$ cat config.mk
export PLATFORM = sky130hd
export DESIGN_NAME = flash_protect_lock
export DESIGN_NICKNAME = d
export VERILOG_FILES = /design/src/sync_2ff.v /design/src/spi_frame_rx.v /design/src/flash_protect_lock.v
export VERILOG_INCLUDE_DIRS = /design/src
export SDC_FILE = /design/constraint.sdc
export NUM_CORES = 1
export LEC_CHECK = 0
export BUFFER_PORTS_ARGS = -buffer_cell sky130_fd_sc_hd__buf_2
export CAP_MARGIN = 20
export CORE_UTILIZATION = 38
export CTS_CLUSTER_DIAMETER = 40
export DETAILED_ROUTE_END_ITERATION = 6
export GPL_ROUTABILITY_DRIVEN = 0
export PLACE_DENSITY = 0.7
export SLEW_MARGIN = 20
export SYNTH_ARGS = -nofsm -noshare
export SYNTH_HDL_FRONTEND = slang
export SYNTH_SLANG_ARGS = --single-unit
$ cat constraint.sdc
create_clock -name clk -period 5.71 [get_ports clk]
set_input_delay 0.8565 -clock clk [delete_from_list [all_inputs] [get_ports clk]]
set_output_delay 0.8565 -clock clk [all_outputs]
set_load 0.005 [all_outputs]
$ cat src/flash_prot_consts.vh
/*
 * Shared constants of the sector protection lock block: command
 * opcodes, status data bit positions, register map of the control
 * port and reset values.
 * Assumes it is included by its bare name before any module that
 * uses it.
 */
`ifndef FLASH_PROT_CONSTS_VH
`define FLASH_PROT_CONSTS_VH

// Command opcodes seen on the serial link
`define OP_WRITE_ENABLE 8'h06
`define OP_WRITE_DISABLE 8'h04
`define OP_WRITE_STATUS 8'h01
`define OP_PROTECT 8'h36
`define OP_UNPROTECT 8'h39

// Status write data fields
`define LOCK_POS 7
`define GLOB_HI 5
`define GLOB_LO 2

// Address bytes after a sector command and sector field in the address
`define ADDR_BYTES 2'h3
`define SECT_LSB 16

// Control port register byte offsets
`define REG_CTRL 8'h00
`define REG_STATUS 8'h04
`define REG_SECT_LO 8'h08
`define REG_SECT_HI 8'h0c
`define REG_RESET 8'h10
`define REG_DISCARD 8'h14

// Field positions and reset values
`define CTRL_EN_POS 0
`define CTRL_RESET 1'b1
`define SECTOR_RESET 1'b1
`define RESP_OKAY 2'b00
`define RESP_SLVERR 2'b10

`endif

$ cat src/sync_2ff.v
/*
 * Two flip-flop synchroniser for a group of independent levels.
 * Assumes each bit is a slow level or a clock far slower than clk;
 * bits are not kept coherent with each other.
 */
`timescale 1ns/1ps
module sync_2ff
#(
    parameter WIDTH = 1,
    parameter [WIDTH-1:0] INIT = {WIDTH{1'b0}}
)
(
    input wire clk,
    input wire rst,
    input wire [WIDTH-1:0] d,
    output reg [WIDTH-1:0] q
);

reg [WIDTH-1:0] meta;

// First stage feeds only the second stage
always @(posedge clk or posedge rst)
begin
    if (rst)
    begin
        meta <= INIT;
        q <= INIT;
    end
    else
    begin
        meta <= d;
        q <= meta;
    end
end

endmodule

$ cat src/spi_frame_rx.v
/*
 * Serial frame receiver: finds link clock rising edges and frame
 * boundaries on already synchronised pins and assembles bytes, MSB
 * first (modes 0 and 3 both sample on the rising edge).
 * Assumes inputs come from sync_2ff on the same clk.
 */
`timescale 1ns/1ps
module spi_frame_rx
(
    input wire clk,
    input wire rst,
    input wire sclk_s,
    input wire cs_n_s,
    input wire mosi_s,
    output reg byte_valid,
    output reg [7:0] byte_data,
    output reg frame_start,
    output reg frame_end,
    output wire aligned,
    output wire active
);

reg sclk_d;
reg cs_n_d;
reg [2:0] bit_cnt;
reg [6:0] shift;

assign aligned = (bit_cnt == 3'h0);
assign active = ~cs_n_s;

// Edge finding and byte assembly; edges outside a frame are ignored
always @(posedge clk or posedge rst)
begin
    if (rst)
    begin
        sclk_d <= 1'b0;
        cs_n_d <= 1'b1;
        bit_cnt <= 3'h0;
        shift <= 7'h00;
        byte_valid <= 1'b0;
        byte_data <= 8'h00;
        frame_start <= 1'b0;
        frame_end <= 1'b0;
    end
    else
    begin
        sclk_d <= sclk_s;
        cs_n_d <= cs_n_s;
        frame_start <= cs_n_d & ~cs_n_s;
        frame_end <= ~cs_n_d & cs_n_s;
        byte_valid <= 1'b0;
        if (cs_n_d & ~cs_n_s)
        begin
            bit_cnt <= 3'h0;
        end
        else if (~cs_n_s && sclk_s && !sclk_d)
        begin
            shift <= {shift[5:0], mosi_s};
            bit_cnt <= bit_cnt + 3'h1;
            if (bit_cnt == 3'h7)
            begin
                byte_valid <= 1'b1;
                byte_data <= {shift, mosi_s};
            end
        end
    end
end

endmodule

$ cat src/flash_protect_lock.v
/*
 * Sector protection and lock logic of a serial flash, with an
 * AXI4-Lite slave for supervision. Decodes write enable, write
 * disable, status write, sector protect and sector unprotect frames
 * and keeps the per-sector protection bits, the protection lock bit
 * and the write enable latch.
 * Assumes sclk, cs_n, mosi and wp_n are asynchronous pins, the link
 * clock is well below a quarter of clk, and an AXI master on clk.
 */
`timescale 1ns/1ps
`include "flash_prot_consts.vh"
module flash_protect_lock
#(
    parameter SECTORS = 64,
    parameter SECT_W = 6
)
(
    input wire clk,
    input wire rst,
    input wire sclk,
    input wire cs_n,
    input wire mosi,
    input wire wp_n,
    input wire [7:0] s_axi_awaddr,
    input wire s_axi_awvalid,
    output reg s_axi_awready,
    input wire [31:0] s_axi_wdata,
    input wire [3:0] s_axi_wstrb,
    input wire s_axi_wvalid,
    output reg s_axi_wready,
    output reg [1:0] s_axi_bresp,
    output reg s_axi_bvalid,
    input wire s_axi_bready,
    input wire [7:0] s_axi_araddr,
    input wire s_axi_arvalid,
    output reg s_axi_arready,
    output reg [31:0] s_axi_rdata,
    output reg [1:0] s_axi_rresp,
    output reg s_axi_rvalid,
    input wire s_axi_rready,
    output reg [SECTORS-1:0] sector_protect,
    output reg protection_lock_bit,
    output reg write_enable_latch
);

// Frame decoder states, one-hot
localparam [2:0] ST_IDLE = 3'b001;
localparam [2:0] ST_OPCODE = 3'b010;
localparam [2:0] ST_ARGS = 3'b100;

wire sclk_s;
wire cs_n_s;
wire mosi_s;
wire wp_n_s;
wire rx_valid;
wire [7:0] rx_data;
wire rx_start;
wire rx_end;
wire rx_aligned;
wire rx_active;

reg [2:0] state;
reg [7:0] opcode;
reg [1:0] nbytes;
reg [23:0] addr;
reg [7:0] status_data;
reg link_enable;
reg soft_reset;
reg [7:0] discard_count;

reg [7:0] aw_addr;
reg [31:0] w_data;
reg [3:0] w_strb;
reg aw_held;
reg w_held;

// Sector index from a byte address inside the array
function [SECT_W-1:0] sector_of;
    input [23:0] a;
    begin
        sector_of = a[`SECT_LSB +: SECT_W];
    end
endfunction

// Saturating event counter step; wrapping would hide a flood
function [7:0] sat_inc;
    input [7:0] v;
    begin
        sat_inc = (v == 8'hff) ? v : v + 8'h01;
    end
endfunction

// Register read decode; unmapped offsets are flagged by the caller
function [31:0] reg_read;
    input [7:0] a;
    begin
        case (a)
            `REG_CTRL: reg_read = {31'h0, link_enable};
            `REG_STATUS: reg_read = {28'h0, rx_active, wp_n_s,
                protection_lock_bit, write_enable_latch};
            `REG_SECT_LO: reg_read = sector_protect[31:0];
            `REG_SECT_HI: reg_read = sector_protect[63:32];
            `REG_DISCARD: reg_read = {24'h0, discard_count};
            default: reg_read = 32'h0;
        endcase
    end
endfunction

function mapped;
    input [7:0] a;
    begin
        mapped = (a == `REG_CTRL) || (a == `REG_STATUS) ||
            (a == `REG_SECT_LO) || (a == `REG_SECT_HI) ||
            (a == `REG_RESET) || (a == `REG_DISCARD);
    end
endfunction

// All pins cross into clk here; the lock pin idles high (unlocked)
sync_2ff #(.WIDTH(4), .INIT(4'b1010)) pin_sync
(
    .clk(clk),
    .rst(rst),
    .d({cs_n, sclk, wp_n, mosi}),
    .q({cs_n_s, sclk_s, wp_n_s, mosi_s})
);

spi_frame_rx rx
(
    .clk(clk),
    .rst(rst),
    .sclk_s(sclk_s),
    .cs_n_s(cs_n_s),
    .mosi_s(mosi_s),
    .byte_valid(rx_valid),
    .byte_data(rx_data),
    .frame_start(rx_start),
    .frame_end(rx_end),
    .aligned(rx_aligned),
    .active(rx_active)
);

// Frame decoder: opcode byte, then up to three argument bytes
always @(posedge clk or posedge rst)
begin
    if (rst)
    begin
        state <= ST_IDLE;
        opcode <= 8'h00;
        nbytes <= 2'h0;
        addr <= 24'h0;
        status_data <= 8'h00;
    end
    else
    begin
        case (state)
            ST_IDLE:
            begin
                if (rx_start)
                begin
                    state <= ST_OPCODE;
                    nbytes <= 2'h0;
                end
            end
            ST_OPCODE:
            begin
                if (rx_end)
                begin
                    state <= ST_IDLE;
                end
                else if (rx_valid)
                begin
                    opcode <= rx_data;
                    state <= ST_ARGS;
                end
            end
            ST_ARGS:
            begin
                if (rx_end)
                begin
                    state <= ST_IDLE;
                end
                else if (rx_valid && nbytes != `ADDR_BYTES)
                begin
                    // Extra bytes past the address are ignored
                    addr <= {addr[15:0], rx_data};
                    nbytes <= nbytes + 2'h1;
                    if (nbytes == 2'h0)
                    begin
                        status_data <= rx_data;
                    end
                end
            end
            default:
            begin
                state <= ST_IDLE;
            end
        endcase
    end
end

// Command execution at frame end, so every bit changes in one cycle
always @(posedge clk or posedge rst)
begin
    if (rst)
    begin
        sector_protect <= {SECTORS{`SECTOR_RESET}};
        protection_lock_bit <= 1'b0;
        write_enable_latch <= 1'b0;
        discard_count <= 8'h00;
    end
    else if (soft_reset)
    begin
        sector_protect <= {SECTORS{`SECTOR_RESET}};
        protection_lock_bit <= 1'b0;
        write_enable_latch <= 1'b0;
    end
    else if (link_enable && rx_end && state == ST_ARGS)
    begin
        if (!rx_aligned)
        begin
            // Torn frame: sector commands still drop the latch
            if (opcode == `OP_PROTECT || opcode == `OP_UNPROTECT)
            begin
                write_enable_latch <= 1'b0;
            end
        end
        else
        begin
            case (opcode)
                `OP_WRITE_ENABLE:
                begin
                    write_enable_latch <= 1'b1;
                end
                `OP_WRITE_DISABLE:
                begin
                    write_enable_latch <= 1'b0;
                end
                `OP_WRITE_STATUS:
                begin
                    // Global patterns ride on this command alone
                    if (write_enable_latch && nbytes != 2'h0)
                    begin
                        write_enable_latch <= 1'b0;
                        if (protection_lock_bit && !wp_n_s)
                        begin
                            // Hardware locked: lock and sectors hold
                            discard_count <=
                                sat_inc(discard_count);
                        end
                        else
                        begin
                            // Only bit seven is kept from the data
                            protection_lock_bit <=
                                status_data[`LOCK_POS];
                            // Soft lock blocks the pattern this time
                            if (!protection_lock_bit)
                            begin
                                if (&status_data[`GLOB_HI:`GLOB_LO])
                                begin
                                    sector_protect <=
                                        {SECTORS{1'b1}};
                                end
                                else if (~|status_data[`GLOB_HI:`GLOB_LO])
                                begin
                                    sector_protect <=
                                        {SECTORS{1'b0}};
                                end
                                // Mixed patterns fall through untouched
                            end
                        end
                    end
                end
                `OP_PROTECT:
                begin
                    if (write_enable_latch && nbytes == `ADDR_BYTES)
                    begin
                        write_enable_latch <= 1'b0;
                        if (protection_lock_bit)
                        begin
                            discard_count <= sat_inc(discard_count);
                        end
                        else
                        begin
                            sector_protect[sector_of(addr)] <= 1'b1;
                        end
                    end
                end
                `OP_UNPROTECT:
                begin
                    if (write_enable_latch && nbytes == `ADDR_BYTES)
                    begin
                        write_enable_latch <= 1'b0;
                        if (protection_lock_bit)
                        begin
                            discard_count <= sat_inc(discard_count);
                        end
                        else
                        begin
                            sector_protect[sector_of(addr)] <= 1'b0;
                        end
                    end
                end
                default:
                begin
                    discard_count <= discard_count;
                end
            endcase
        end
    end
end

// Write channel: address and data taken in either order
always @(posedge clk or posedge rst)
begin
    if (rst)
    begin
        s_axi_awready <= 1'b1;
        s_axi_wready <= 1'b1;
        s_axi_bvalid <= 1'b0;
        s_axi_bresp <= `RESP_OKAY;
        aw_held <= 1'b0;
        w_held <= 1'b0;
        aw_addr <= 8'h00;
        w_data <= 32'h0;
        w_strb <= 4'h0;
        link_enable <= `CTRL_RESET;
        soft_reset <= 1'b0;
    end
    else
    begin
        soft_reset <= 1'b0;
        if (s_axi_awvalid && s_axi_awready)
        begin
            aw_addr <= s_axi_awaddr;
            aw_held <= 1'b1;
            s_axi_awready <= 1'b0;
        end
        if (s_axi_wvalid && s_axi_wready)
        begin
            w_data <= s_axi_wdata;
            w_strb <= s_axi_wstrb;
            w_held <= 1'b1;
            s_axi_wready <= 1'b0;
        end
        if (aw_held && w_held && !s_axi_bvalid)
        begin
            s_axi_bvalid <= 1'b1;
            s_axi_bresp <= mapped(aw_addr) ? `RESP_OKAY : `RESP_SLVERR;
            if (aw_addr == `REG_CTRL && w_strb[0])
            begin
                link_enable <= w_data[`CTRL_EN_POS];
            end
            // Writing one here restores the power-up protection state
            if (aw_addr == `REG_RESET && w_strb[0] && w_data[0])
            begin
                soft_reset <= 1'b1;
            end
        end
        if (s_axi_bvalid && s_axi_bready)
        begin
            s_axi_bvalid <= 1'b0;
            aw_held <= 1'b0;
            w_held <= 1'b0;
            s_axi_awready <= 1'b1;
            s_axi_wready <= 1'b1;
        end
    end
end

// Read channel: one outstanding read, data one cycle after address
always @(posedge clk or posedge rst)
begin
    if (rst)
    begin
        s_axi_arready <= 1'b1;
        s_axi_rvalid <= 1'b0;
        s_axi_rdata <= 32'h0;
        s_axi_rresp <= `RESP_OKAY;
    end
    else
    begin
        if (s_axi_arvalid && s_axi_arready)
        begin
            s_axi_arready <= 1'b0;
            s_axi_rvalid <= 1'b1;
            s_axi_rdata <= reg_read(s_axi_araddr);
            s_axi_rresp <= mapped(s_axi_araddr) ? `RESP_OKAY :
                `RESP_SLVERR;
        end
        else if (s_axi_rvalid && s_axi_rready)
        begin
            s_axi_rvalid <= 1'b0;
            s_axi_arready <= 1'b1;
        end
    end
end

endmodule

==> out/qor.txt <==
================================================================================
Total grt overflow                                                             0
Remaining design rule violation count                                          0
Total iterations of the first detailed-routing run                             5
GR Util All Layers                                                         18.2%
Clock tree from TritonCTS                                                   done
Root buffer cell                                                       clkbuf_16
Async set-or-reset flop fraction in the synthesized netlist                 100%
Part of the Yosys area used for sequential elements                        50.9%
Tmin final                                                               2870 ps
I/O pin total                                                                170
Pre-CTS setup slack                                                      2690 ps
Buffer depth of the longest clock path                                         2
CTS clock-pin slew for the worst setup and hold paths                      80 ps
Pins over their slew limit                                                     0
Worst Hold Launch                                                   pin_sync.meta[2]$_DFF_PP0_
Height of the chip                                                        162 µm
Total CTS buffers                                                             17
Register bit total from synthesis                                            194
Final hold vios                                                                0
Count of placed standard cells including taps                               1378
Via-per-instance ratio                                                      5.42
Global-route wire length before repair                                  38800 µm
Total leakage power                                                      4.71 nW
Mapped Area                                                          0.00972 mm²
Hold crit path type                                                 flop to flop
Depth of the worst register-to-register path                                   5
Number of antenna violations at the first check in global routing              0
Synth top area cells                                                dfrtp_1, dfstp_2, nand2_1
Worst Hold Path EP                                                  pin_sync.q[2]$_DFF_PP0_
Unique cell type count in the Yosys netlist                                   59
Setup repair after global routing missed its margin                        false
Worst slew margin                                                          27.2%
Final routed wirelength across all metal layers                         23800 µm
Final antenna-violating net count                                              0
Hold buffer count at cts                                                       0
Worst Path Max Fanout                                                         20
IO buf count                                                                 133
H-Tree Level Count                                                             4
Post-cts repair resize count                                                   0
Critical path capture point type                                            flop
Max Clock Skew                                                           18.3 ps
Layout cells sized above 1                                                 34.7%
Cell taking the most area after synthesis                                dfrtp_1
Synthesis warning total                                                        0
Final cell count without fillers                                            1411
Yosys top cell area share                                                  30.9%
Maximum clock rate                                                     0.348 GHz
Number of buffers added for setup after CTS                                    0
Maximum ir drop on the vdd rail                                       0.000216 V
Classification of the worst setup path                              flop to flop
Data required time of the critical path                                  6030 ps
Wire length per cell                                                     16.8 µm
Flop-to-flop setup slack                                                 2840 ps
Area of the die                                                       0.0262 mm²
Drt first-iter violations                                                    687
Actual slew at the worst max-slew pin                                    1080 ps
Number of vias after detailed routing                                       7651
Average instance area after synthesis                                   9.97 µm²
Via count of the first global-routing pass                                  7344
Later-pin clock latency in the skew report                                440 ps
Post-route setup TNS                                                        0 ps
Power Dens Cells                                                      281 mW/mm²
Run status                                                          finished, final reports clean
P&R area growth vs syn                                                     14.9%
Half-perimeter wire length of the detailed placement result             15300 µm
Maxcap violations                                                              0
Count of nets after finishing                                               1137
Worst setup margin                                                       2840 ps
Number of failing setup endpoints in the final timing report                   0
Cells after Synth                                                            975
Startpoint of the worst register-to-register path                   state[1]$_DFFE_PP0P_
Maximum number of pins on one net before global-route repair                 108
Core area                                                             0.0251 mm²
Ys flop type                                                             dfrtp_1
CP Launch Type                                                              flop
Terminus of the critical flop-to-flop path                          status_data[2]$_DFFE_PP0P_
TritonCTS Sinks                                                              194
Number of cells traversed by the worst hold path                               0
Final cycle utilization of the critical path                               50.3%
Effective utilization at floorplan                                         38.7%
Hold slack                                                                355 ps
Die outline width                                                         162 µm
Diode count                                                                    0
Worst EP arrival                                                         3190 ps
Total number of placement rows                                                58
Number of synthesized flops with an enable pin                                 0
================================================================================
==> critical path, cell delays in order (launching register included) <==
cell and delay [ps]:
dfrtp_1 450, nand2b_1 210, or4_1 610, clkinv_1 680
nand2_1 430, mux2_2 370
==> metrics by stage <==
stage	util, %	total power (W)	cell area [µm²]
2_1_floorplan	-	0.00184	9730
3_3_place_gp	42.1	0.00197	10600
3_5_place_dp	42.1	0.00199	10600
4_1_cts	44.4	0.00316	11100
5_1_grt	44.5	0.00327	11200
6_report	44.5	0.00313	11200
==> worst max-delay path by stage <==
stage,from,end,slack (ps)
detailed placement,s_axi_araddr[0],s_axi_rdata[17]$_DFFE_PP0P_,2690
floorplan,rst,addr[0]$_DFFE_PP0P_,2410
global placement,s_axi_araddr[0],s_axi_rdata[30]$_DFFE_PP0P_,2800
finish,state[1]$_DFFE_PP0P_,status_data[2]$_DFFE_PP0P_,2840
global route,state[1]$_DFFE_PP0P_,status_data[2]$_DFFE_PP0P_,2570
CTS,state[1]$_DFFE_PP0P_,status_data[2]$_DFFE_PP0P_,2820
==> placed cells by master (no fill, tap or decap), types with 16 or more instances in the layout <==
cell	n
a211oi_1	68
a21oi_1	16
a21oi_2	60
a22oi_1	31
buf_2	133
clkbuf_16	17
dfrtp_1	119
dfstp_2	74
mux2_2	42
nand2_1	242
o21ai_0	106
==> report_power, final <==
group | switching [W] | total [W] | internal (W)
Combinational | 0.000152 | 0.000309 | 0.000156
Sequential | 0.000106 | 0.00165 | 0.00155
Clock | 0.000591 | 0.00117 | 0.000582
==> cell type report <==
class                      instances  area (µm²)
timing repair buffer             149         823
clock buffer                      17         425
sequential                       194        4950
multi-input combinational        694        4360
tap                              330         413
clock inverter                    15         148
inverter                          12        48.8
fill                            2384       13900
==> routing by layer <==
layer	GRT usage [%]	part of all wire, %	vias to the layer above
met2	30.2	49	202
met5	0	0	-
met4	3.86	0.93	0
li1	-	-	3626
met3	3.75	5.1	14
met1	24.6	45	3809
==> cell usage after synthesis (3+ instances only) <==
master,instances
nand2_1,242
dfrtp_1,120
o21ai_0,106
dfstp_2,74
a211oi_1,68
a21oi_2,60
clkbuf_1,45
mux2_2,42
a22oi_1,31
a21oi_1,17
buf_6,12
inv_1,11
nor2_1,10
nor2b_1,10
buf_1,9
buf_2,8
nor3_1,7
nor3b_1,7
a22o_1,6
and3b_1,6
ha_1,6
mux2i_1,6
nand2b_1,6
nand4_1,6
xnor2_1,5
and3_1,4
or4_1,4
and2_1,3
and4_1,3
nand3b_1,3
nand4bb_1,3
nor4_1,3
==> state kept, by name, indices dropped and copies added (netlist names), 2 cells and up <==
register,count
pin_sync.q,4
discard_count,8
pin_sync.meta,4
nbytes,2
addr,18
aw_addr,8
opcode,8
rx.byte_data,8
rx.shift,7
rx.bit_cnt,3
s_axi_rdata,32
state,3
status_data,5
sector_protect,64
==> logic make-up after synthesis <==
kind of cell	Yosys count	share of synthesized area (%)
flops	194	50.9
mux	49	5.72
other cells	1	0.0386
fa+ha+maj	6	0.772
buf+inv	88	4.51
simple gates	332	16.1
compound gates	299	21.4
xor+xnor	6	0.541
(Power assumes the default switching activity.)
